<file path="config.mk">
export PLATFORM = sky130hd
export DESIGN_NAME = i2cb_host
export DESIGN_NICKNAME = d
export VERILOG_FILES = /design/src/rtl/i2cb_pkg.sv /design/src/rtl/i2cb_axil.sv /design/src/rtl/i2cb_host.sv
export VERILOG_INCLUDE_DIRS = /design/src /design/src/rtl
export SDC_FILE = /design/constraint.sdc
export NUM_CORES = 1
export LEC_CHECK = 0
export BUFFER_PORTS_ARGS = -buffer_cell sky130_fd_sc_hd__buf_2
export CORE_MARGIN = 2
export CORE_UTILIZATION = 48
export DETAILED_ROUTE_END_ITERATION = 8
export PLACE_DENSITY = 0.84
export SETUP_SLACK_MARGIN = 0.15
export SYNTH_ARGS = -nofsm -noshare
export SYNTH_HDL_FRONTEND = slang
export SYNTH_SLANG_ARGS = --single-unit
</file>
<file path="constraint.sdc">
create_clock -name aclk -period 3.03 [get_ports aclk]
set_input_delay 0.606 -clock aclk [delete_from_list [all_inputs] [get_ports aclk]]
set_output_delay 0.606 -clock aclk [all_outputs]
set_load 0.01 [all_outputs]
</file>
<file path="src/rtl/i2cb_cfg.svh">
// Constants for the I2C bus condition host controller
`ifndef I2CB_CFG_SVH
`define I2CB_CFG_SVH
`define I2CB_OP_WR_LOW 8'h80
`define I2CB_OP_RD_LOW 8'h81
`define I2CB_OP_WR_HIGH 8'h82
`define I2CB_OP_RD_HIGH 8'h83
`define I2CB_OP_SEND_NOW 8'h87
`define I2CB_REPEAT 3'h6
`define I2CB_COND_PHASES 2'h3
`define I2CB_SPARE_MASK 8'hF8
`define I2CB_ADR_CTRL 4'h0
`define I2CB_ADR_LOW 4'h4
`define I2CB_ADR_HIGH 4'h8
`define I2CB_ADR_STAT 4'hC
`define I2CB_ST_BUSY 0
`define I2CB_ST_TXN 1
`define I2CB_ST_RXRDY 2
`define I2CB_ST_REFUSED 3
`define I2CB_LINES_SDA_LO 2'h2
`define I2CB_LINES_BOTH_LO 2'h3
`define I2CB_LINES_SCL_LO 2'h1
`define I2CB_LINES_FREE 2'h0
`endif

</file>
<file path="src/rtl/i2cb_pkg.sv">
// Types shared by the I2C bus condition host controller
package i2cb_pkg;
  typedef enum logic [2:0] {
    I2CB_CMD_START, I2CB_CMD_STOP, I2CB_CMD_IDLE,
    I2CB_CMD_RD_LOW, I2CB_CMD_WR_HIGH, I2CB_CMD_RD_HIGH
  } i2cb_cmd_t;
  typedef struct packed {
    logic valid;
    logic [7:0] data;
  } i2cb_beat_t;
  typedef struct packed {
    logic en;
    logic [3:0] addr;
    logic [31:0] data;
  } i2cb_reg_wr_t;
endpackage

</file>
<file path="src/rtl/i2cb_axil.sv">
// AXI4-Lite slave front end for the controller registers
module i2cb_axil
  import i2cb_pkg::*;
(
  input wire logic aclk,
  input wire logic aresetn,
  input wire logic [3:0] s_awaddr,
  input wire logic s_awvalid,
  output logic s_awready,
  input wire logic [31:0] s_wdata,
  input wire logic [3:0] s_wstrb,
  input wire logic s_wvalid,
  output logic s_wready,
  output logic [1:0] s_bresp,
  output logic s_bvalid,
  input wire logic s_bready,
  input wire logic [3:0] s_araddr,
  input wire logic s_arvalid,
  output logic s_arready,
  output logic [31:0] s_rdata,
  output logic [1:0] s_rresp,
  output logic s_rvalid,
  input wire logic s_rready,
  output i2cb_reg_wr_t reg_wr,
  output logic [3:0] reg_rd_addr,
  input wire logic [31:0] reg_rd_data
);
  logic aw_held_r;
  logic w_held_r;
  logic [3:0] awaddr_r;
  logic [31:0] wdata_r;
  logic bvalid_r;
  logic rvalid_r;
  logic [31:0] rdata_r;

  assign s_awready = !aw_held_r && !bvalid_r;
  assign s_wready = !w_held_r && !bvalid_r;
  assign s_bvalid = bvalid_r;
  assign s_bresp = 2'h0;
  assign s_arready = !rvalid_r;
  assign s_rvalid = rvalid_r;
  assign s_rdata = rdata_r;
  assign s_rresp = 2'h0;
  assign reg_rd_addr = s_araddr;
  assign reg_wr.en = aw_held_r && w_held_r && !bvalid_r;
  assign reg_wr.addr = {awaddr_r[3:2], 2'h0};
  assign reg_wr.data = wdata_r;

  // Address and data are caught in either order
  always_ff @(posedge aclk) begin
    if (!aresetn) begin
      aw_held_r <= 1'b0;
      awaddr_r <= 4'h0;
    end else if (s_awvalid && s_awready) begin
      aw_held_r <= 1'b1;
      awaddr_r <= s_awaddr;
    end else if (reg_wr.en) begin
      aw_held_r <= 1'b0;
    end
  end

  // Partial strobes are written as full words
  always_ff @(posedge aclk) begin
    if (!aresetn) begin
      w_held_r <= 1'b0;
      wdata_r <= 32'h0;
    end else if (s_wvalid && s_wready) begin
      w_held_r <= 1'b1;
      wdata_r <= s_wdata;
    end else if (reg_wr.en) begin
      w_held_r <= 1'b0;
    end
  end

  always_ff @(posedge aclk) begin
    if (!aresetn) begin
      bvalid_r <= 1'b0;
    end else if (reg_wr.en) begin
      bvalid_r <= 1'b1;
    end else if (s_bready) begin
      bvalid_r <= 1'b0;
    end
  end

  always_ff @(posedge aclk) begin
    if (!aresetn) begin
      rvalid_r <= 1'b0;
      rdata_r <= 32'h0;
    end else if (s_arvalid && s_arready) begin
      rvalid_r <= 1'b1;
      rdata_r <= reg_rd_data;
    end else if (s_rready) begin
      rvalid_r <= 1'b0;
    end
  end
endmodule

</file>
<file path="src/rtl/i2cb_host.sv">
// Host controller that feeds I2C bus condition commands to a pin engine
// Contract
// - Start: pull data low, then clock low
// - After start leave clock low, data free
// - Repeat each start/stop pin write six times
// - Stop: release clock, then release data
// - Repeated start allowed inside a transaction
// - Idle write: spare pins plus both lines free
// - No idle write between start and stop
// - Low read result keeps only bits 7:3
// - High write: opcode, value, then direction
// - Every low write carries spare dir/data
// - Idle write needed before first low read
`include "i2cb_cfg.svh"
module i2cb_host
  import i2cb_pkg::*;
(
  input wire logic aclk,
  input wire logic aresetn,
  input wire logic [3:0] s_awaddr,
  input wire logic s_awvalid,
  output logic s_awready,
  input wire logic [31:0] s_wdata,
  input wire logic [3:0] s_wstrb,
  input wire logic s_wvalid,
  output logic s_wready,
  output logic [1:0] s_bresp,
  output logic s_bvalid,
  input wire logic s_bready,
  input wire logic [3:0] s_araddr,
  input wire logic s_arvalid,
  output logic s_arready,
  output logic [31:0] s_rdata,
  output logic [1:0] s_rresp,
  output logic s_rvalid,
  input wire logic s_rready,
  output i2cb_beat_t cmd_out,
  input wire logic cmd_ready,
  input wire i2cb_beat_t rsp_in
);
  typedef enum logic [1:0] {ST_IDLE, ST_SEND, ST_WAIT} i2cb_state_t;
  i2cb_reg_wr_t reg_wr;
  logic [3:0] rd_addr;
  logic [31:0] rd_data;
  i2cb_state_t state_r;
  i2cb_cmd_t cmd_r, go_cmd;
  logic [4:0] low_dat_r, low_dir_r;
  logic [7:0] hi_val_r, hi_dir_r, rx_byte_r, byte_r;
  logic in_txn_r, idle_done_r, rx_rdy_r, refused_r;
  logic seq_done, fire, go_wr, go_ok;
  logic [1:0] phase_r, idx_r, phase_nxt, idx_nxt;
  logic [2:0] rep_r, rep_nxt;

  i2cb_axil u_axil (
    .aclk(aclk), .aresetn(aresetn), .s_awaddr(s_awaddr),
    .s_awvalid(s_awvalid), .s_awready(s_awready), .s_wdata(s_wdata),
    .s_wstrb(s_wstrb), .s_wvalid(s_wvalid), .s_wready(s_wready),
    .s_bresp(s_bresp), .s_bvalid(s_bvalid), .s_bready(s_bready),
    .s_araddr(s_araddr), .s_arvalid(s_arvalid), .s_arready(s_arready),
    .s_rdata(s_rdata), .s_rresp(s_rresp), .s_rvalid(s_rvalid),
    .s_rready(s_rready), .reg_wr(reg_wr), .reg_rd_addr(rd_addr),
    .reg_rd_data(rd_data)
  );

  function automatic logic [1:0] lines(i2cb_cmd_t c, logic [1:0] ph);
    logic [1:0] l;
    l = `I2CB_LINES_FREE;
    if (c == I2CB_CMD_START) begin
      unique case (ph)
        2'h0: l = `I2CB_LINES_SDA_LO;
        2'h1: l = `I2CB_LINES_BOTH_LO;
        default: l = `I2CB_LINES_SCL_LO;
      endcase
    end else if (c == I2CB_CMD_STOP) begin
      unique case (ph)
        2'h0: l = `I2CB_LINES_BOTH_LO;
        2'h1: l = `I2CB_LINES_SDA_LO;
        default: l = `I2CB_LINES_FREE;
      endcase
    end
    return l;
  endfunction

  function automatic logic [7:0] gen_byte(i2cb_cmd_t c, logic [1:0] ph,
                                          logic [1:0] ix);
    logic [7:0] b;
    b = `I2CB_OP_SEND_NOW;
    unique case (c)
      I2CB_CMD_RD_LOW: if (ix == 2'h0) b = `I2CB_OP_RD_LOW;
      I2CB_CMD_RD_HIGH: if (ix == 2'h0) b = `I2CB_OP_RD_HIGH;
      I2CB_CMD_WR_HIGH: begin
        // Value then direction; low port untouched
        unique case (ix)
          2'h0: b = `I2CB_OP_WR_HIGH;
          2'h1: b = hi_val_r;
          default: b = hi_dir_r;
        endcase
      end
      default: begin
        // Released lines carry value 0 and direction 0
        unique case (ix)
          2'h0: b = `I2CB_OP_WR_LOW;
          2'h1: b = {low_dat_r, 3'h0};
          default: b = {low_dir_r, 1'b0, lines(c, ph)};
        endcase
      end
    endcase
    return b;
  endfunction

  assign fire = cmd_out.valid && cmd_ready;
  assign cmd_out.valid = (state_r == ST_SEND);
  assign cmd_out.data = byte_r;
  assign go_cmd = i2cb_cmd_t'(reg_wr.data[2:0]);
  assign go_wr = reg_wr.en && (reg_wr.addr == `I2CB_ADR_CTRL);
  assign go_ok = go_wr && (state_r == ST_IDLE)
                 && (reg_wr.data[2:0] <= 3'(I2CB_CMD_RD_HIGH))
                 && !(go_cmd == I2CB_CMD_IDLE && in_txn_r)
                 && !(go_cmd == I2CB_CMD_RD_LOW && !idle_done_r);

  always_comb begin
    logic [1:0] last_ix;
    logic [2:0] reps;
    logic [1:0] nph;
    last_ix = (cmd_r == I2CB_CMD_RD_LOW || cmd_r == I2CB_CMD_RD_HIGH)
              ? 2'h1 : 2'h2;
    reps = (cmd_r == I2CB_CMD_START || cmd_r == I2CB_CMD_STOP)
           ? `I2CB_REPEAT : 3'h1;
    nph = (cmd_r == I2CB_CMD_START || cmd_r == I2CB_CMD_STOP)
          ? `I2CB_COND_PHASES : 2'h1;
    idx_nxt = idx_r + 2'h1;
    rep_nxt = rep_r;
    phase_nxt = phase_r;
    seq_done = 1'b0;
    if (idx_r == last_ix) begin
      idx_nxt = 2'h0;
      rep_nxt = rep_r + 3'h1;
      if (rep_r == reps - 3'h1) begin
        rep_nxt = 3'h0;
        phase_nxt = phase_r + 2'h1;
        seq_done = (phase_r == nph - 2'h1);
      end
    end
  end

  // Sequencer: one command at a time, bytes strictly in order
  always_ff @(posedge aclk) begin
    if (!aresetn) begin
      state_r <= ST_IDLE;
      cmd_r <= I2CB_CMD_IDLE;
      phase_r <= 2'h0;
      rep_r <= 3'h0;
      idx_r <= 2'h0;
      byte_r <= 8'h00;
    end else begin
      unique case (state_r)
        ST_IDLE: if (go_ok) begin
          state_r <= ST_SEND;
          cmd_r <= go_cmd;
          phase_r <= 2'h0;
          rep_r <= 3'h0;
          idx_r <= 2'h0;
          byte_r <= gen_byte(go_cmd, 2'h0, 2'h0);
        end
        ST_SEND: if (fire) begin
          phase_r <= phase_nxt;
          rep_r <= rep_nxt;
          idx_r <= idx_nxt;
          byte_r <= gen_byte(cmd_r, phase_nxt, idx_nxt);
          if (seq_done) begin
            state_r <= (cmd_r == I2CB_CMD_RD_LOW
                        || cmd_r == I2CB_CMD_RD_HIGH) ? ST_WAIT : ST_IDLE;
          end
        end
        ST_WAIT: if (rsp_in.valid) begin
          state_r <= ST_IDLE;
        end
      endcase
    end
  end

  // Transaction tracking; a start inside one is a repeated start
  always_ff @(posedge aclk) begin
    if (!aresetn) begin
      in_txn_r <= 1'b0;
      idle_done_r <= 1'b0;
    end else if (state_r == ST_SEND && fire && seq_done) begin
      if (cmd_r == I2CB_CMD_START) in_txn_r <= 1'b1;
      if (cmd_r == I2CB_CMD_STOP) in_txn_r <= 1'b0;
      if (cmd_r == I2CB_CMD_IDLE) idle_done_r <= 1'b1;
    end
  end

  // Response capture; low read keeps only spare pins
  always_ff @(posedge aclk) begin
    if (!aresetn) begin
      rx_byte_r <= 8'h00;
    end else if (state_r == ST_WAIT && rsp_in.valid) begin
      rx_byte_r <= (cmd_r == I2CB_CMD_RD_LOW)
                   ? (rsp_in.data & `I2CB_SPARE_MASK) : rsp_in.data;
    end
  end

  // Sticky flags: write one clears, a new event wins over the clear
  always_ff @(posedge aclk) begin
    if (!aresetn) begin
      rx_rdy_r <= 1'b0;
      refused_r <= 1'b0;
    end else begin
      if (reg_wr.en && reg_wr.addr == `I2CB_ADR_STAT) begin
        if (reg_wr.data[`I2CB_ST_RXRDY]) rx_rdy_r <= 1'b0;
        if (reg_wr.data[`I2CB_ST_REFUSED]) refused_r <= 1'b0;
      end
      if (state_r == ST_WAIT && rsp_in.valid) rx_rdy_r <= 1'b1;
      if (go_wr && !go_ok) refused_r <= 1'b1;
    end
  end

  always_ff @(posedge aclk) begin
    if (!aresetn) begin
      low_dat_r <= 5'h00;
      low_dir_r <= 5'h00;
      hi_val_r <= 8'h00;
      hi_dir_r <= 8'h00;
    end else if (reg_wr.en && reg_wr.addr == `I2CB_ADR_LOW) begin
      low_dat_r <= reg_wr.data[4:0];
      low_dir_r <= reg_wr.data[12:8];
    end else if (reg_wr.en && reg_wr.addr == `I2CB_ADR_HIGH) begin
      hi_val_r <= reg_wr.data[7:0];
      hi_dir_r <= reg_wr.data[15:8];
    end
  end

  always_comb begin
    unique case ({rd_addr[3:2], 2'h0})
      `I2CB_ADR_CTRL: rd_data = {29'h0, cmd_r};
      `I2CB_ADR_LOW: rd_data = {19'h0, low_dir_r, 3'h0, low_dat_r};
      `I2CB_ADR_HIGH: rd_data = {16'h0, hi_dir_r, hi_val_r};
      default: rd_data = {16'h0, rx_byte_r, 4'h0, refused_r, rx_rdy_r,
                          in_txn_r, state_r != ST_IDLE};
    endcase
  end

  property p_start_order;
    @(posedge aclk) disable iff (!aresetn)
    cmd_out.valid && cmd_r == I2CB_CMD_START && idx_r == 2'h2
      |-> cmd_out.data[1:0] == lines(I2CB_CMD_START, phase_r);
  endproperty
  a_start_order: assert property (p_start_order)
    else $error("start lines out of order");

  property p_start_end;
    @(posedge aclk) disable iff (!aresetn)
    fire && seq_done && cmd_r == I2CB_CMD_START
      |-> cmd_out.data[1:0] == `I2CB_LINES_SCL_LO ##1 in_txn_r;
  endproperty
  a_start_end: assert property (p_start_end)
    else $error("start does not end in transaction idle");

  property p_six_reps;
    @(posedge aclk) disable iff (!aresetn)
    fire && state_r == ST_SEND && phase_nxt != phase_r
      && (cmd_r == I2CB_CMD_START || cmd_r == I2CB_CMD_STOP)
      |-> rep_r == `I2CB_REPEAT - 3'h1;
  endproperty
  a_six_reps: assert property (p_six_reps)
    else $error("condition phase not repeated six times");

  property p_stop_order;
    @(posedge aclk) disable iff (!aresetn)
    fire && seq_done && cmd_r == I2CB_CMD_STOP
      |-> cmd_out.data[1:0] == `I2CB_LINES_FREE ##1 !in_txn_r;
  endproperty
  a_stop_order: assert property (p_stop_order)
    else $error("stop does not release both lines");

  property p_no_idle_in_txn;
    @(posedge aclk) disable iff (!aresetn)
    go_wr && go_cmd == I2CB_CMD_IDLE && in_txn_r
      |=> refused_r && !$rose(cmd_out.valid);
  endproperty
  a_no_idle_in_txn: assert property (p_no_idle_in_txn)
    else $error("idle write accepted inside a transaction");
  property p_low_mask;
    @(posedge aclk) disable iff (!aresetn)
    state_r == ST_WAIT && rsp_in.valid && cmd_r == I2CB_CMD_RD_LOW
      |=> rx_byte_r[2:0] == 3'h0 && rx_rdy_r;
  endproperty
  a_low_mask: assert property (p_low_mask)
    else $error("low read result not masked");

  property p_high_layout;
    @(posedge aclk) disable iff (!aresetn)
    fire && cmd_r == I2CB_CMD_WR_HIGH && idx_r == 2'h0
      |-> cmd_out.data == `I2CB_OP_WR_HIGH
      ##1 cmd_out.data == hi_val_r;
  endproperty
  a_high_layout: assert property (p_high_layout)
    else $error("high write bytes out of order");

  property p_spare_bits;
    @(posedge aclk) disable iff (!aresetn)
    cmd_out.valid && idx_r == 2'h2 && cmd_r inside
      {I2CB_CMD_START, I2CB_CMD_STOP, I2CB_CMD_IDLE}
      |-> cmd_out.data[7:3] == low_dir_r && cmd_out.data[2] == 1'b0;
  endproperty
  a_spare_bits: assert property (p_spare_bits)
    else $error("low write lacks spare pin directions");

  property p_no_high_drive;
    @(posedge aclk) disable iff (!aresetn)
    cmd_out.valid && idx_r == 2'h1 && cmd_r inside
      {I2CB_CMD_START, I2CB_CMD_STOP, I2CB_CMD_IDLE}
      |-> cmd_out.data[2:0] == 3'h0 && cmd_out.data[7:3] == low_dat_r;
  endproperty
  a_no_high_drive: assert property (p_no_high_drive)
    else $error("bus line value driven high");

  property p_read_gate;
    @(posedge aclk) disable iff (!aresetn)
    go_wr && go_cmd == I2CB_CMD_RD_LOW && !idle_done_r
      |=> refused_r && !$rose(cmd_out.valid);
  endproperty
  a_read_gate: assert property (p_read_gate)
    else $error("low read before any idle write");
  property p_beat_hold;
    @(posedge aclk) disable iff (!aresetn)
    cmd_out.valid && !cmd_ready |=> cmd_out.valid && $stable(byte_r);
  endproperty
  a_beat_hold: assert property (p_beat_hold)
    else $error("command byte changed before taken");
endmodule

</file>
==> impl_results.html, run 1 <==
<table>
<tr><th>Metric</th><th>Value</th></tr>
<tr><th colspan="2">Run status</th></tr>
<tr><td>Status</td><td>finished, final reports clean</td></tr>
<tr><th colspan="2">Timing</th></tr>
<tr><td>Slew at the pin closest to its max-slew limit</td><td>between 0.7 and 0.8 ns</td></tr>
<tr><td>TNS Setup</td><td>0 ns</td></tr>
<tr><td>Count of pins over their slew limit</td><td>0</td></tr>
<tr><td>Slew margin rel.</td><td>a little under half</td></tr>
<tr><td>RSZ-0062 raised after global routing</td><td>false</td></tr>
<tr><td>Final hold slack</td><td>0.401 ns</td></tr>
<tr><td>Highest attainable clock frequency</td><td>0.427 GHz</td></tr>
<tr><td>Number of failing hold endpoints at the final stage</td><td>0</td></tr>
<tr><td>Number of setup violations in the final report</td><td>0</td></tr>
<tr><td>Final Cycle Share</td><td>77.3%</td></tr>
<tr><td>Final Critical Period</td><td>2.34 ns</td></tr>
<tr><td>Worst-case clock skew</td><td>0.00917 ns</td></tr>
<tr><th colspan="2">Detailed routing</th></tr>
<tr><td>Routed length on met3</td><td>697 um</td></tr>
<tr><td>Met2 wire length</td><td>about 4.8 mm</td></tr>
<tr><td>Number of search-and-repair iterations in the first detailed-routing pass</td><td>5</td></tr>
<tr><td>Metal1 wirelength</td><td>4.92 mm</td></tr>
<tr><td>Residual DRC count</td><td>0</td></tr>
<tr><td>Starting DRT DRC Count</td><td>a little under 300</td></tr>
<tr><td>Vias</td><td>3865</td></tr>
<tr><td>Post-route antenna net violation count</td><td>0</td></tr>
<tr><td>Total length of routed wires</td><td>10.6 mm</td></tr>
<tr><td>Top layer in use</td><td>met4</td></tr>
<tr><td>Final routed wire length divided by cell count</td><td>15.3 um</td></tr>
<tr><td>Number of vias per cell after detailed routing</td><td>5.59</td></tr>
<tr><th colspan="2">Die</th></tr>
<tr><td>Core region area</td><td>between 9000 and 10000 um^2</td></tr>
<tr><td>Initial cell density of the core</td><td>just under 50%</td></tr>
<tr><td>Die outline area</td><td>roughly 10000 um^2</td></tr>
<tr><td>Die Y</td><td>101 um</td></tr>
<tr><td>Number of top-level pins</td><td>around 110</td></tr>
<tr><td>Count of standard-cell rows</td><td>35</td></tr>
<tr><td>Horiz. Die Dim</td><td>101 um</td></tr>
<tr><th colspan="2">Critical path</th></tr>
<tr><td>Flop-to-flop setup slack</td><td>0.69 ns</td></tr>
<tr><td>CP Launch Type</td><td>flip-flop</td></tr>
<tr><td>Arrival time worst endpoint</td><td>2.66 ns</td></tr>
<tr><td>Crit Path Category</td><td>flip-flop to flip-flop</td></tr>
<tr><td>Startpoint of the worst setup timing path</td><td>idx_r[0]$_SDFFE_PN0P_</td></tr>
<tr><td>Worst r2r path cells</td><td>6</td></tr>
<tr><td>Critical path required time</td><td>around 3.4 ns</td></tr>
<tr><td>Worst setup path end</td><td>byte_r[3]$_SDFFE_PN0P_</td></tr>
<tr><td>CP Max Fanout</td><td>16</td></tr>
<tr><td>Startpoint of the most critical register-to-register path</td><td>idx_r[0]$_SDFFE_PN0P_</td></tr>
<tr><td>Capture instance of the worst register-to-register path</td><td>byte_r[3]$_SDFFE_PN0P_</td></tr>
<tr><td>CP Capture Type</td><td>flip-flop</td></tr>
<tr><th colspan="2">Clock network</th></tr>
<tr><td>Clock Sinks</td><td>96</td></tr>
<tr><td>Hold-fix buffers at CTS</td><td>0</td></tr>
<tr><td>CTS Buffer Depth</td><td>2</td></tr>
<tr><td>Post-cts sizing count</td><td>0</td></tr>
<tr><td>Inserted Clock Buffers</td><td>9</td></tr>
<tr><td>Number of H-tree branching levels</td><td>3</td></tr>
<tr><td>Insertion delay of the later-clocked pin in the worst-skew pair</td><td>0.37 ns</td></tr>
<tr><td>Clock tree from TritonCTS</td><td>done</td></tr>
<tr><td>Clock Root Buffer</td><td>clkbuf_8</td></tr>
<tr><td>Post-CTS Repair Setup Buffers</td><td>0</td></tr>
<tr><td>Clock-pin slew on the worst setup and hold paths</td><td>0.10 ns</td></tr>
<tr><th colspan="2">Synth</th></tr>
<tr><td>Cells taking the most area after synthesis</td><td>dfxtp_1, nand2_1, a21oi_1, mux2i_1, nor2_1</td></tr>
<tr><td>Instance count of the mapped netlist</td><td>531</td></tr>
<tr><td>Post-Syn Area</td><td>roughly 4500 um^2</td></tr>
<tr><td>FF+latch count, synth</td><td>96</td></tr>
<tr><td>Synth async-reset ratio</td><td>0%</td></tr>
<tr><td>Warnings from Yosys</td><td>0</td></tr>
<tr><td>Register area share after synthesis</td><td>between 40% and 50%</td></tr>
<tr><td>Avg Synthesized Cell Area</td><td>8.49 um^2</td></tr>
<tr><td>Count of unique library cells instantiated by Yosys</td><td>53</td></tr>
<tr><td>Number of synthesized flops with an enable pin</td><td>0</td></tr>
<tr><td>Post-synthesis cell type with the largest combined area</td><td>dfxtp_1</td></tr>
<tr><td>Synth top area share</td><td>approximately 43%</td></tr>
<tr><td>Top flip-flop cell by instance count after synthesis</td><td>dfxtp_1</td></tr>
<tr><th colspan="2">Global route</th></tr>
<tr><td>Vias in the first global route</td><td>~3600</td></tr>
<tr><td>Global-route usage over all layers</td><td>a little over a fifth</td></tr>
<tr><td>Maximum number of pins on one net before global-route repair</td><td>46</td></tr>
<tr><td>Wire length of the first global-routing pass</td><td>17.4 mm</td></tr>
<tr><td>Residual overflow from global routing</td><td>0</td></tr>
<tr><td>Initial antenna violation count</td><td>0</td></tr>
<tr><th colspan="2">Cells and area</th></tr>
<tr><td>Final-stage net count</td><td>642</td></tr>
<tr><td>Share of layout cells above drive strength 1</td><td>a little under a fifth</td></tr>
<tr><td>Sequential cell area</td><td>about 1900 um^2</td></tr>
<tr><td>Count of filler cells inserted in the layout</td><td>a little under 900</td></tr>
<tr><td>Antenna fix cells</td><td>0</td></tr>
<tr><td>Synth-to-Final Area Change</td><td>10.8%</td></tr>
<tr><td>Number of standard cells in the final layout excluding fillers</td><td>about 700</td></tr>
<tr><td>Multi-input gate area in the final layout</td><td>~2300 um^2</td></tr>
<tr><th colspan="2">Placed design</th></tr>
<tr><td>Post-Place Cells</td><td>676</td></tr>
<tr><td>Routability Congestion</td><td>approximately 0.85</td></tr>
<tr><td>Post-detail-place hpwl</td><td>7.79 mm</td></tr>
<tr><td>Port buffer count</td><td>66</td></tr>
<tr><th colspan="2">Pwr</th></tr>
<tr><td>Switching share of power</td><td>between 30% and 40%</td></tr>
<tr><td>Switch Pwr</td><td>0.000933 W</td></tr>
<tr><td>Part of the total power dissipated in combinational logic</td><td>a little over a fifth</td></tr>
<tr><td>Internal power</td><td>0.00189 W</td></tr>
<tr><td>Worst VDD drop</td><td>215 uV</td></tr>
<tr><td>Pwr Density</td><td>565 nW/um^2</td></tr>
<tr><td>Sequential share of power</td><td>49.7%</td></tr>
<tr><td>Leakage</td><td>1.95 nW</td></tr>
<tr><td>Clock network power share</td><td>between 20% and 30%</td></tr>
<tr><th colspan="2">Min path</th></tr>
<tr><td>Type of the most critical hold path</td><td>input pin to flip-flop</td></tr>
<tr><td>Worst Hold Path Cells</td><td>2</td></tr>
<tr><th colspan="2">Job</th></tr>
<tr><td>Max-cap violations</td><td>0</td></tr>
</table>
[cells in the mapped netlist, types with 5 or more instances]
| library cell | instances |
|---|---|
| o21ai_0 | 9 |
| nand2b_1 | 8 |
| ha_1 | 5 |
| dfxtp_1 | 96 |
| a32o_1 | 5 |
| xnor2_1 | 5 |
| nor2_1 | 45 |
| buf_4 | 20 |
| nand2_1 | 101 |
| a221oi_1 | 8 |
| mux2_2 | 12 |
| mux2i_1 | 20 |
| a22oi_1 | 15 |
| inv_1 | 9 |
| clkbuf_1 | 31 |
| and2_1 | 7 |
| a21oi_1 | 51 |
| nor2b_1 | 11 |
| nor3_1 | 9 |
| nand3_1 | 8 |
| o22ai_1 | 7 |
[area by class of cell]
| cell class | count | area share [%] |
|---|---|---|
| sequential | 96 | 38.5 |
| clock buffer | 10 | 2.75 |
| timing repair buffer | 69 | 7.31 |
| clock inverter | 6 | 1.00 |
| inverter | 10 | 0.751 |
| tap | 111 | 2.78 |
| multi-input combinational | 390 | 46.9 |
[critical path: stages (launching register included)]
cell and delay, ns:
dfxtp_1 0.56, inv_1 0.12, ha_1 0.41, a311oi_2 0.61, a22oi_1 0.18, o22ai_1 0.25
a32o_1 0.15
[state kept, by name (all words and copies together), names as in the netlist, 3 cells and up]
signal,flops
rx_byte_r,8
low_dat_r,5
low_dir_r,5
rep_r,3
u_axil.s_rdata,16
cmd_r,3
hi_val_r,8
byte_r,8
hi_dir_r,8
u_axil.wdata_r,16
[power groups by stage]
| stage | sequential, W | combinational (W) | clock (W) |
|---|---|---|---|
| global placement | 0.00142 | 0.000595 | 0 |
| floorplan | 0.00141 | 0.000477 | 0 |
| detailed placement | 0.00143 | 0.000609 | 0 |
| CTS | 0.00140 | 0.000612 | 0.000817 |
| finish | 0.00140 | 0.000614 | 0.000807 |
| global route | 0.00141 | 0.000685 | 0.000873 |
[through the flow]
| step | setup slack, ns | utilization (%) | instance area [um^2] | power, W |
|---|---|---|---|---|
| CTS | 0.737 | 54.3 | 5000 | 0.00283 |
| finish | 0.688 | 54.3 | 5000 | 0.00282 |
| detailed placement | 0.767 | 52.3 | 4810 | 0.00204 |
| global route | 0.476 | 54.3 | 5000 | 0.00297 |
| global placement | 0.833 | 52.3 | 4810 | 0.00202 |
| floorplan | 1.04 | - | 4580 | 0.00189 |
[per-layer routing]
| metal | vias to the layer above | GRT usage, % |
|---|---|---|
| met1 | 1787 | 30.2 |
| met5 | - | 0 |
| met3 | 17 | 4.65 |
| met4 | 0 | 7.38 |
| li1 | 1901 | - |
| met2 | 160 | 33.3 |
[cell usage in the layout (no fill, tap or decap), types with 7 or more instances in the layout]
| master | n |
|---|---|
| nand2_1 | 101 |
| dfxtp_1 | 96 |
| buf_2 | 66 |
| a21oi_1 | 51 |
| nor2_1 | 45 |
| mux2i_1 | 20 |
| conb_1 | 20 |
| a22oi_1 | 15 |
| mux2_2 | 12 |
| nor2b_1 | 11 |
| clkbuf_8 | 10 |
| inv_1 | 9 |
| o21ai_0 | 9 |
| nor3_1 | 9 |
| nand2b_1 | 8 |
| nand3_1 | 8 |
| a221oi_1 | 8 |
| and2_1 | 7 |
| o22ai_1 | 7 |
[how the worst min path moves through the flow]
stage	from	to	slack [ns]
after floorplan	rx_byte_r[0]$_SDFFE_PN0P_	rx_byte_r[0]$_SDFFE_PN0P_	0.43
final	s_rready	u_axil.s_rvalid$_SDFFE_PN0P_	0.40
after detailed placement	u_axil.s_rdata[2]$_SDFFE_PN0P_	u_axil.s_rdata[2]$_SDFFE_PN0P_	0.45
after global routing	s_rready	u_axil.s_rvalid$_SDFFE_PN0P_	0.39
after CTS	s_rready	u_axil.s_rvalid$_SDFFE_PN0P_	0.40
after global placement	rx_byte_r[0]$_SDFFE_PN0P_	rx_byte_r[0]$_SDFFE_PN0P_	0.44
[logic make-up (layout without fill, tap and decap cells)]
group / Yosys count / in the layout / share of synthesized area (%)
AOI/OAI and AO/OA: 118 / 118 / 17.8
buffers and inverters: 64 / 95 / 7.05
muxes: 35 / 35 / 9.02
adders and majority gates: 5 / 5 / 1.39
xor gates and xnor gates: 6 / 6 / 1.33
and+or+nand+nor: 206 / 206 / 20.7
DFF: 96 / 96 / 42.6
other: 1 / 20 / 0.0832
(Power assumes the default switching activity.)
==> run 2, diff against run 1 <==
--- a/config.mk
+++ b/config.mk
@@ -6,11 +6,12 @@
 export SDC_FILE = /design/constraint.sdc
 export NUM_CORES = 1
 export LEC_CHECK = 0
+export ABC_AREA = 1
 export BUFFER_PORTS_ARGS = -buffer_cell sky130_fd_sc_hd__buf_2
 export CORE_MARGIN = 2
 export CORE_UTILIZATION = 48
 export DETAILED_ROUTE_END_ITERATION = 8
-export PLACE_DENSITY = 0.84
+export PLACE_DENSITY = 0.87
 export SETUP_SLACK_MARGIN = 0.15
 export SYNTH_ARGS = -nofsm -noshare
 export SYNTH_HDL_FRONTEND = slang
==> constraint.sdc (replaced) <==
create_clock -name aclk -period 2.1 [get_ports aclk]
set_input_delay 0.42 -clock aclk [delete_from_list [all_inputs] [get_ports aclk]]
set_output_delay 0.42 -clock aclk [all_outputs]
set_load 0.01 [all_outputs]
==> impl_results.html, run 2 <==
<table>
<tr><th>Metric</th><th>Value</th></tr>
<tr><th colspan="2">Run status</th></tr>
<tr><td>Status</td><td>finished, final reports clean</td></tr>
<tr><th colspan="2">Timing</th></tr>
<tr><td>Number of failing hold endpoints at the final stage</td><td>0</td></tr>
<tr><td>Post-route setup slack</td><td>0.309 ns</td></tr>
<tr><td>Final hold slack</td><td>slightly below 0.3 ns</td></tr>
<tr><td>Count of pins over their slew limit</td><td>0</td></tr>
<tr><td>Final Cycle Share</td><td>between 80% and 90%</td></tr>
<tr><td>Slew at the pin closest to its max-slew limit</td><td>between 0.6 and 0.7 ns</td></tr>
<tr><td>Final Critical Period</td><td>1.79 ns</td></tr>
<tr><td>TNS Setup</td><td>0 ns</td></tr>
<tr><td>Slew margin rel.</td><td>around 58%</td></tr>
<tr><td>Number of setup violations in the final report</td><td>0</td></tr>
<tr><td>RSZ-0062 raised after global routing</td><td>false</td></tr>
<tr><td>Highest attainable clock frequency</td><td>about 0.56 GHz</td></tr>
<tr><td>Worst-case clock skew</td><td>0.0140 ns</td></tr>
<tr><th colspan="2">Critical path</th></tr>
<tr><td>CP Max Fanout</td><td>14</td></tr>
<tr><td>CP Launch Type</td><td>flip-flop</td></tr>
<tr><td>Arrival time worst endpoint</td><td>slightly above 2 ns</td></tr>
<tr><td>Largest incremental delay on the critical path</td><td>between 0.4 and 0.5 ns</td></tr>
<tr><td>Master of the slowest instance on the critical path</td><td>dfxtp_1</td></tr>
<tr><td>CP Capture Type</td><td>flip-flop</td></tr>
<tr><td>Sequence of cells on the critical path</td><td>inv_1 &gt; ha_1 &gt; buf_4 &gt; nor2_1 &gt; nor2_1 &gt; o21ai_1 &gt; nand3_1 &gt; o21ai_0 &gt; nor2_1</td></tr>
<tr><td>Crit-path most repeated cell</td><td>nor2_1</td></tr>
<tr><td>Critical path required time</td><td>2.36 ns</td></tr>
<tr><td>Crit Path Category</td><td>flip-flop to flip-flop</td></tr>
<tr><th colspan="2">Clock network</th></tr>
<tr><td>Clock tree from TritonCTS</td><td>done</td></tr>
<tr><td>Inserted Clock Buffers</td><td>9</td></tr>
<tr><td>Insertion delay of the later-clocked pin in the worst-skew pair</td><td>0.36 ns</td></tr>
<tr><td>Number of H-tree branching levels</td><td>3</td></tr>
<tr><td>Clock Root Buffer</td><td>clkbuf_8</td></tr>
<tr><td>Post-CTS Repair Setup Buffers</td><td>0</td></tr>
<tr><td>CTS Buffer Depth</td><td>2</td></tr>
<tr><td>Hold-fix buffers at CTS</td><td>0</td></tr>
<tr><td>Clock Sinks</td><td>96</td></tr>
<tr><td>Clock-pin slew on the worst setup and hold paths</td><td>0.10 ns</td></tr>
<tr><th colspan="2">Synth</th></tr>
<tr><td>Number of synthesized flops with an enable pin</td><td>0</td></tr>
<tr><td>Avg Synthesized Cell Area</td><td>7.30 um^2</td></tr>
<tr><td>Synth async-reset ratio</td><td>0%</td></tr>
<tr><td>Cells taking the most area after synthesis</td><td>dfxtp_1, o21ai_0, nand2_1, nor2_1, a21oi_1</td></tr>
<tr><td>Synth top area share</td><td>around 42%</td></tr>
<tr><td>Register area share after synthesis</td><td>42.2%</td></tr>
<tr><td>Instance count of the mapped netlist</td><td>624</td></tr>
<tr><td>Top flip-flop cell by instance count after synthesis</td><td>dfxtp_1</td></tr>
<tr><td>Count of unique library cells instantiated by Yosys</td><td>42</td></tr>
<tr><td>FF+latch count, synth</td><td>96</td></tr>
<tr><td>Warnings from Yosys</td><td>0</td></tr>
<tr><td>Post-synthesis cell type with the largest combined area</td><td>dfxtp_1</td></tr>
<tr><td>Top cells by count, synth</td><td>nand2_1, nor2_1, dfxtp_1</td></tr>
<tr><td>Post-Syn Area</td><td>4550 um^2</td></tr>
<tr><td>Top-count cell post-synth</td><td>nand2_1</td></tr>
<tr><th colspan="2">Cells and area</th></tr>
<tr><td>Synth-to-Final Area Change</td><td>13.7%</td></tr>
<tr><td>Final cell area excluding filler cells</td><td>roughly 5200 um^2</td></tr>
<tr><td>Most used cells in the layout excluding fill and tap cells</td><td>nand2_1, nor2_1, dfxtp_1</td></tr>
<tr><td>Share of layout cells above drive strength 1</td><td>18.2%</td></tr>
<tr><td>Antenna fix cells</td><td>0</td></tr>
<tr><td>Final-stage net count</td><td>around 760</td></tr>
<tr><td>Most common cell after layout, fill and taps aside</td><td>nand2_1</td></tr>
<tr><th colspan="2">Detailed routing</th></tr>
<tr><td>Vias</td><td>4337</td></tr>
<tr><td>Starting DRT DRC Count</td><td>354</td></tr>
<tr><td>Post-route antenna net violation count</td><td>0</td></tr>
<tr><td>Total length of routed wires</td><td>approximately 12 mm</td></tr>
<tr><td>Number of vias per cell after detailed routing</td><td>5.25</td></tr>
<tr><td>Residual DRC count</td><td>0</td></tr>
<tr><td>Number of search-and-repair iterations in the first detailed-routing pass</td><td>6</td></tr>
<tr><td>Final routed wire length divided by cell count</td><td>14.2 um</td></tr>
<tr><th colspan="2">Die</th></tr>
<tr><td>Count of standard-cell rows</td><td>35</td></tr>
<tr><td>Core region area</td><td>9240 um^2</td></tr>
<tr><td>Initial cell density of the core</td><td>between 40 and 50%</td></tr>
<tr><td>Die outline area</td><td>10300 um^2</td></tr>
<tr><td>Die Y</td><td>slightly above 100 um</td></tr>
<tr><td>Horiz. Die Dim</td><td>between 100 and 150 um</td></tr>
<tr><td>Number of top-level pins</td><td>roughly 110</td></tr>
<tr><th colspan="2">Global route</th></tr>
<tr><td>Global-route usage over all layers</td><td>about a quarter</td></tr>
<tr><td>Residual overflow from global routing</td><td>0</td></tr>
<tr><td>Vias in the first global route</td><td>4091</td></tr>
<tr><td>Wire length of the first global-routing pass</td><td>19.2 mm</td></tr>
<tr><td>Initial antenna violation count</td><td>0</td></tr>
<tr><td>Maximum number of pins on one net before global-route repair</td><td>28</td></tr>
<tr><th colspan="2">Job</th></tr>
<tr><td>Max-cap violations</td><td>0</td></tr>
<tr><th colspan="2">Placed design</th></tr>
<tr><td>Cell area reported after detailed placement</td><td>a little under 5000 um^2</td></tr>
<tr><td>Worst-case setup slack after placement</td><td>0.263 ns</td></tr>
<tr><td>Routability Congestion</td><td>approximately 1.0</td></tr>
<tr><td>Post-detail-place hpwl</td><td>around 8.8 mm</td></tr>
<tr><td>Port buffer count</td><td>66</td></tr>
<tr><th colspan="2">Pwr</th></tr>
<tr><td>Worst VDD drop</td><td>about 380 uV</td></tr>
<tr><td>Pwr Density</td><td>750 nW/um^2</td></tr>
<tr><td>Leakage</td><td>2.19 nW</td></tr>
<tr><th colspan="2">Min path</th></tr>
<tr><td>Type of the most critical hold path</td><td>input pin to flip-flop</td></tr>
</table>
==> run 2: changes by cell type after synthesis, moves of 12 or more <==
cell / delta
mux2i_1: -20
clkbuf_1: -14
nand3_1: +14
inv_1: +39
mux2_2: -12
a22oi_1: -12
nor2_1: +53
o21ai_0: +71
==> run 2: through the flow <==
| stage | instances | utilization [%] | total power (W) |
|---|---|---|---|
| after floorplan | 643 | - | 0.00246 |
| after global placement | 810 | 53.7 | 0.00260 |
| after detailed placement | 810 | 53.7 | 0.00263 |
| after CTS | 826 | 56.0 | 0.00389 |
| after global routing | 826 | 56.0 | 0.00406 |
| final | 826 | 56.0 | 0.00388 |
==> run 2: timing repair <==
item / in CTS / in global routing
endpoints found under the hold margin: 0 / 0
setup endpoints to repair: 0 / 6
gates resized for setup: 0 / 2
==> run 2: power breakdown <==
| part | internal [W] | total, W | leakage, nW | switching [W] |
|---|---|---|---|---|
| Combinational | 0.000210 | 0.000627 | 1.31 | 0.000417 |
| Clock | 0.000576 | 0.00128 | 0.100 | 0.000706 |
| Sequential | 0.00190 | 0.00197 | 0.781 | 0.0000703 |
| Total | 0.00269 | 0.00388 | 2.19 | 0.00119 |
==> run 2: cell families (layout without fill, tap and decap cells) <==
group / count (synthesis) / count (layout) / share of synthesized area [%]
fa+ha+maj: 5 / 5 / 1.37
flops: 96 / 96 / 42.2
other cells: 1 / 20 / 0.0824
xor+xnor: 1 / 1 / 0.192
buf+inv: 99 / 153 / 10.4
simple gates: 255 / 255 / 26.1
compound gates: 167 / 167 / 19.6
==> run 2: final timing paths <==
kind	start	slack, ns	depth (start not counted)	to
worst max-delay path	idx_r[0]$_SDFFE_PN0P_	0.31	9	byte_r[7]$_SDFFE_PN0P_
worst min-delay path	rsp_in[1]	0.29	3	rx_byte_r[1]$_SDFFE_PN0P_
worst max register to register	idx_r[0]$_SDFFE_PN0P_	0.31	9	byte_r[7]$_SDFFE_PN0P_
worst min register to register	idle_done_r$_SDFFE_PN0P_	0.47	2	idle_done_r$_SDFFE_PN0P_
==> run 2: cell type report <==
class,instances,area (um^2)
clock buffer,9,124
clock inverter,7,85.1
fill,872,4070
inverter,57,214
multi-input combinational,448,2230
sequential,96,1920
tap,129,161
timing repair buffer,80,435
==> run 2: critical path: cells and delay by family (launching register included) <==
kind / cells / cell delay [ns]
flip-flops: 1 / 0.41
AND/OR/NAND/NOR: 4 / 0.32
adder cells (fa/ha/maj): 1 / 0.24
buffers and inverters: 2 / 0.31
AO/OA/AOI/OAI: 2 / 0.39
==> run 2: routing by layer <==
metal	vias to the layer above	global-route usage (%)	part of all wire (%)
met3	33	4.55	7.3
met1	1955	30.7	44
li1	2153	-	-
met5	-	0	0
met4	0	9.15	2.9
met2	196	38.5	46
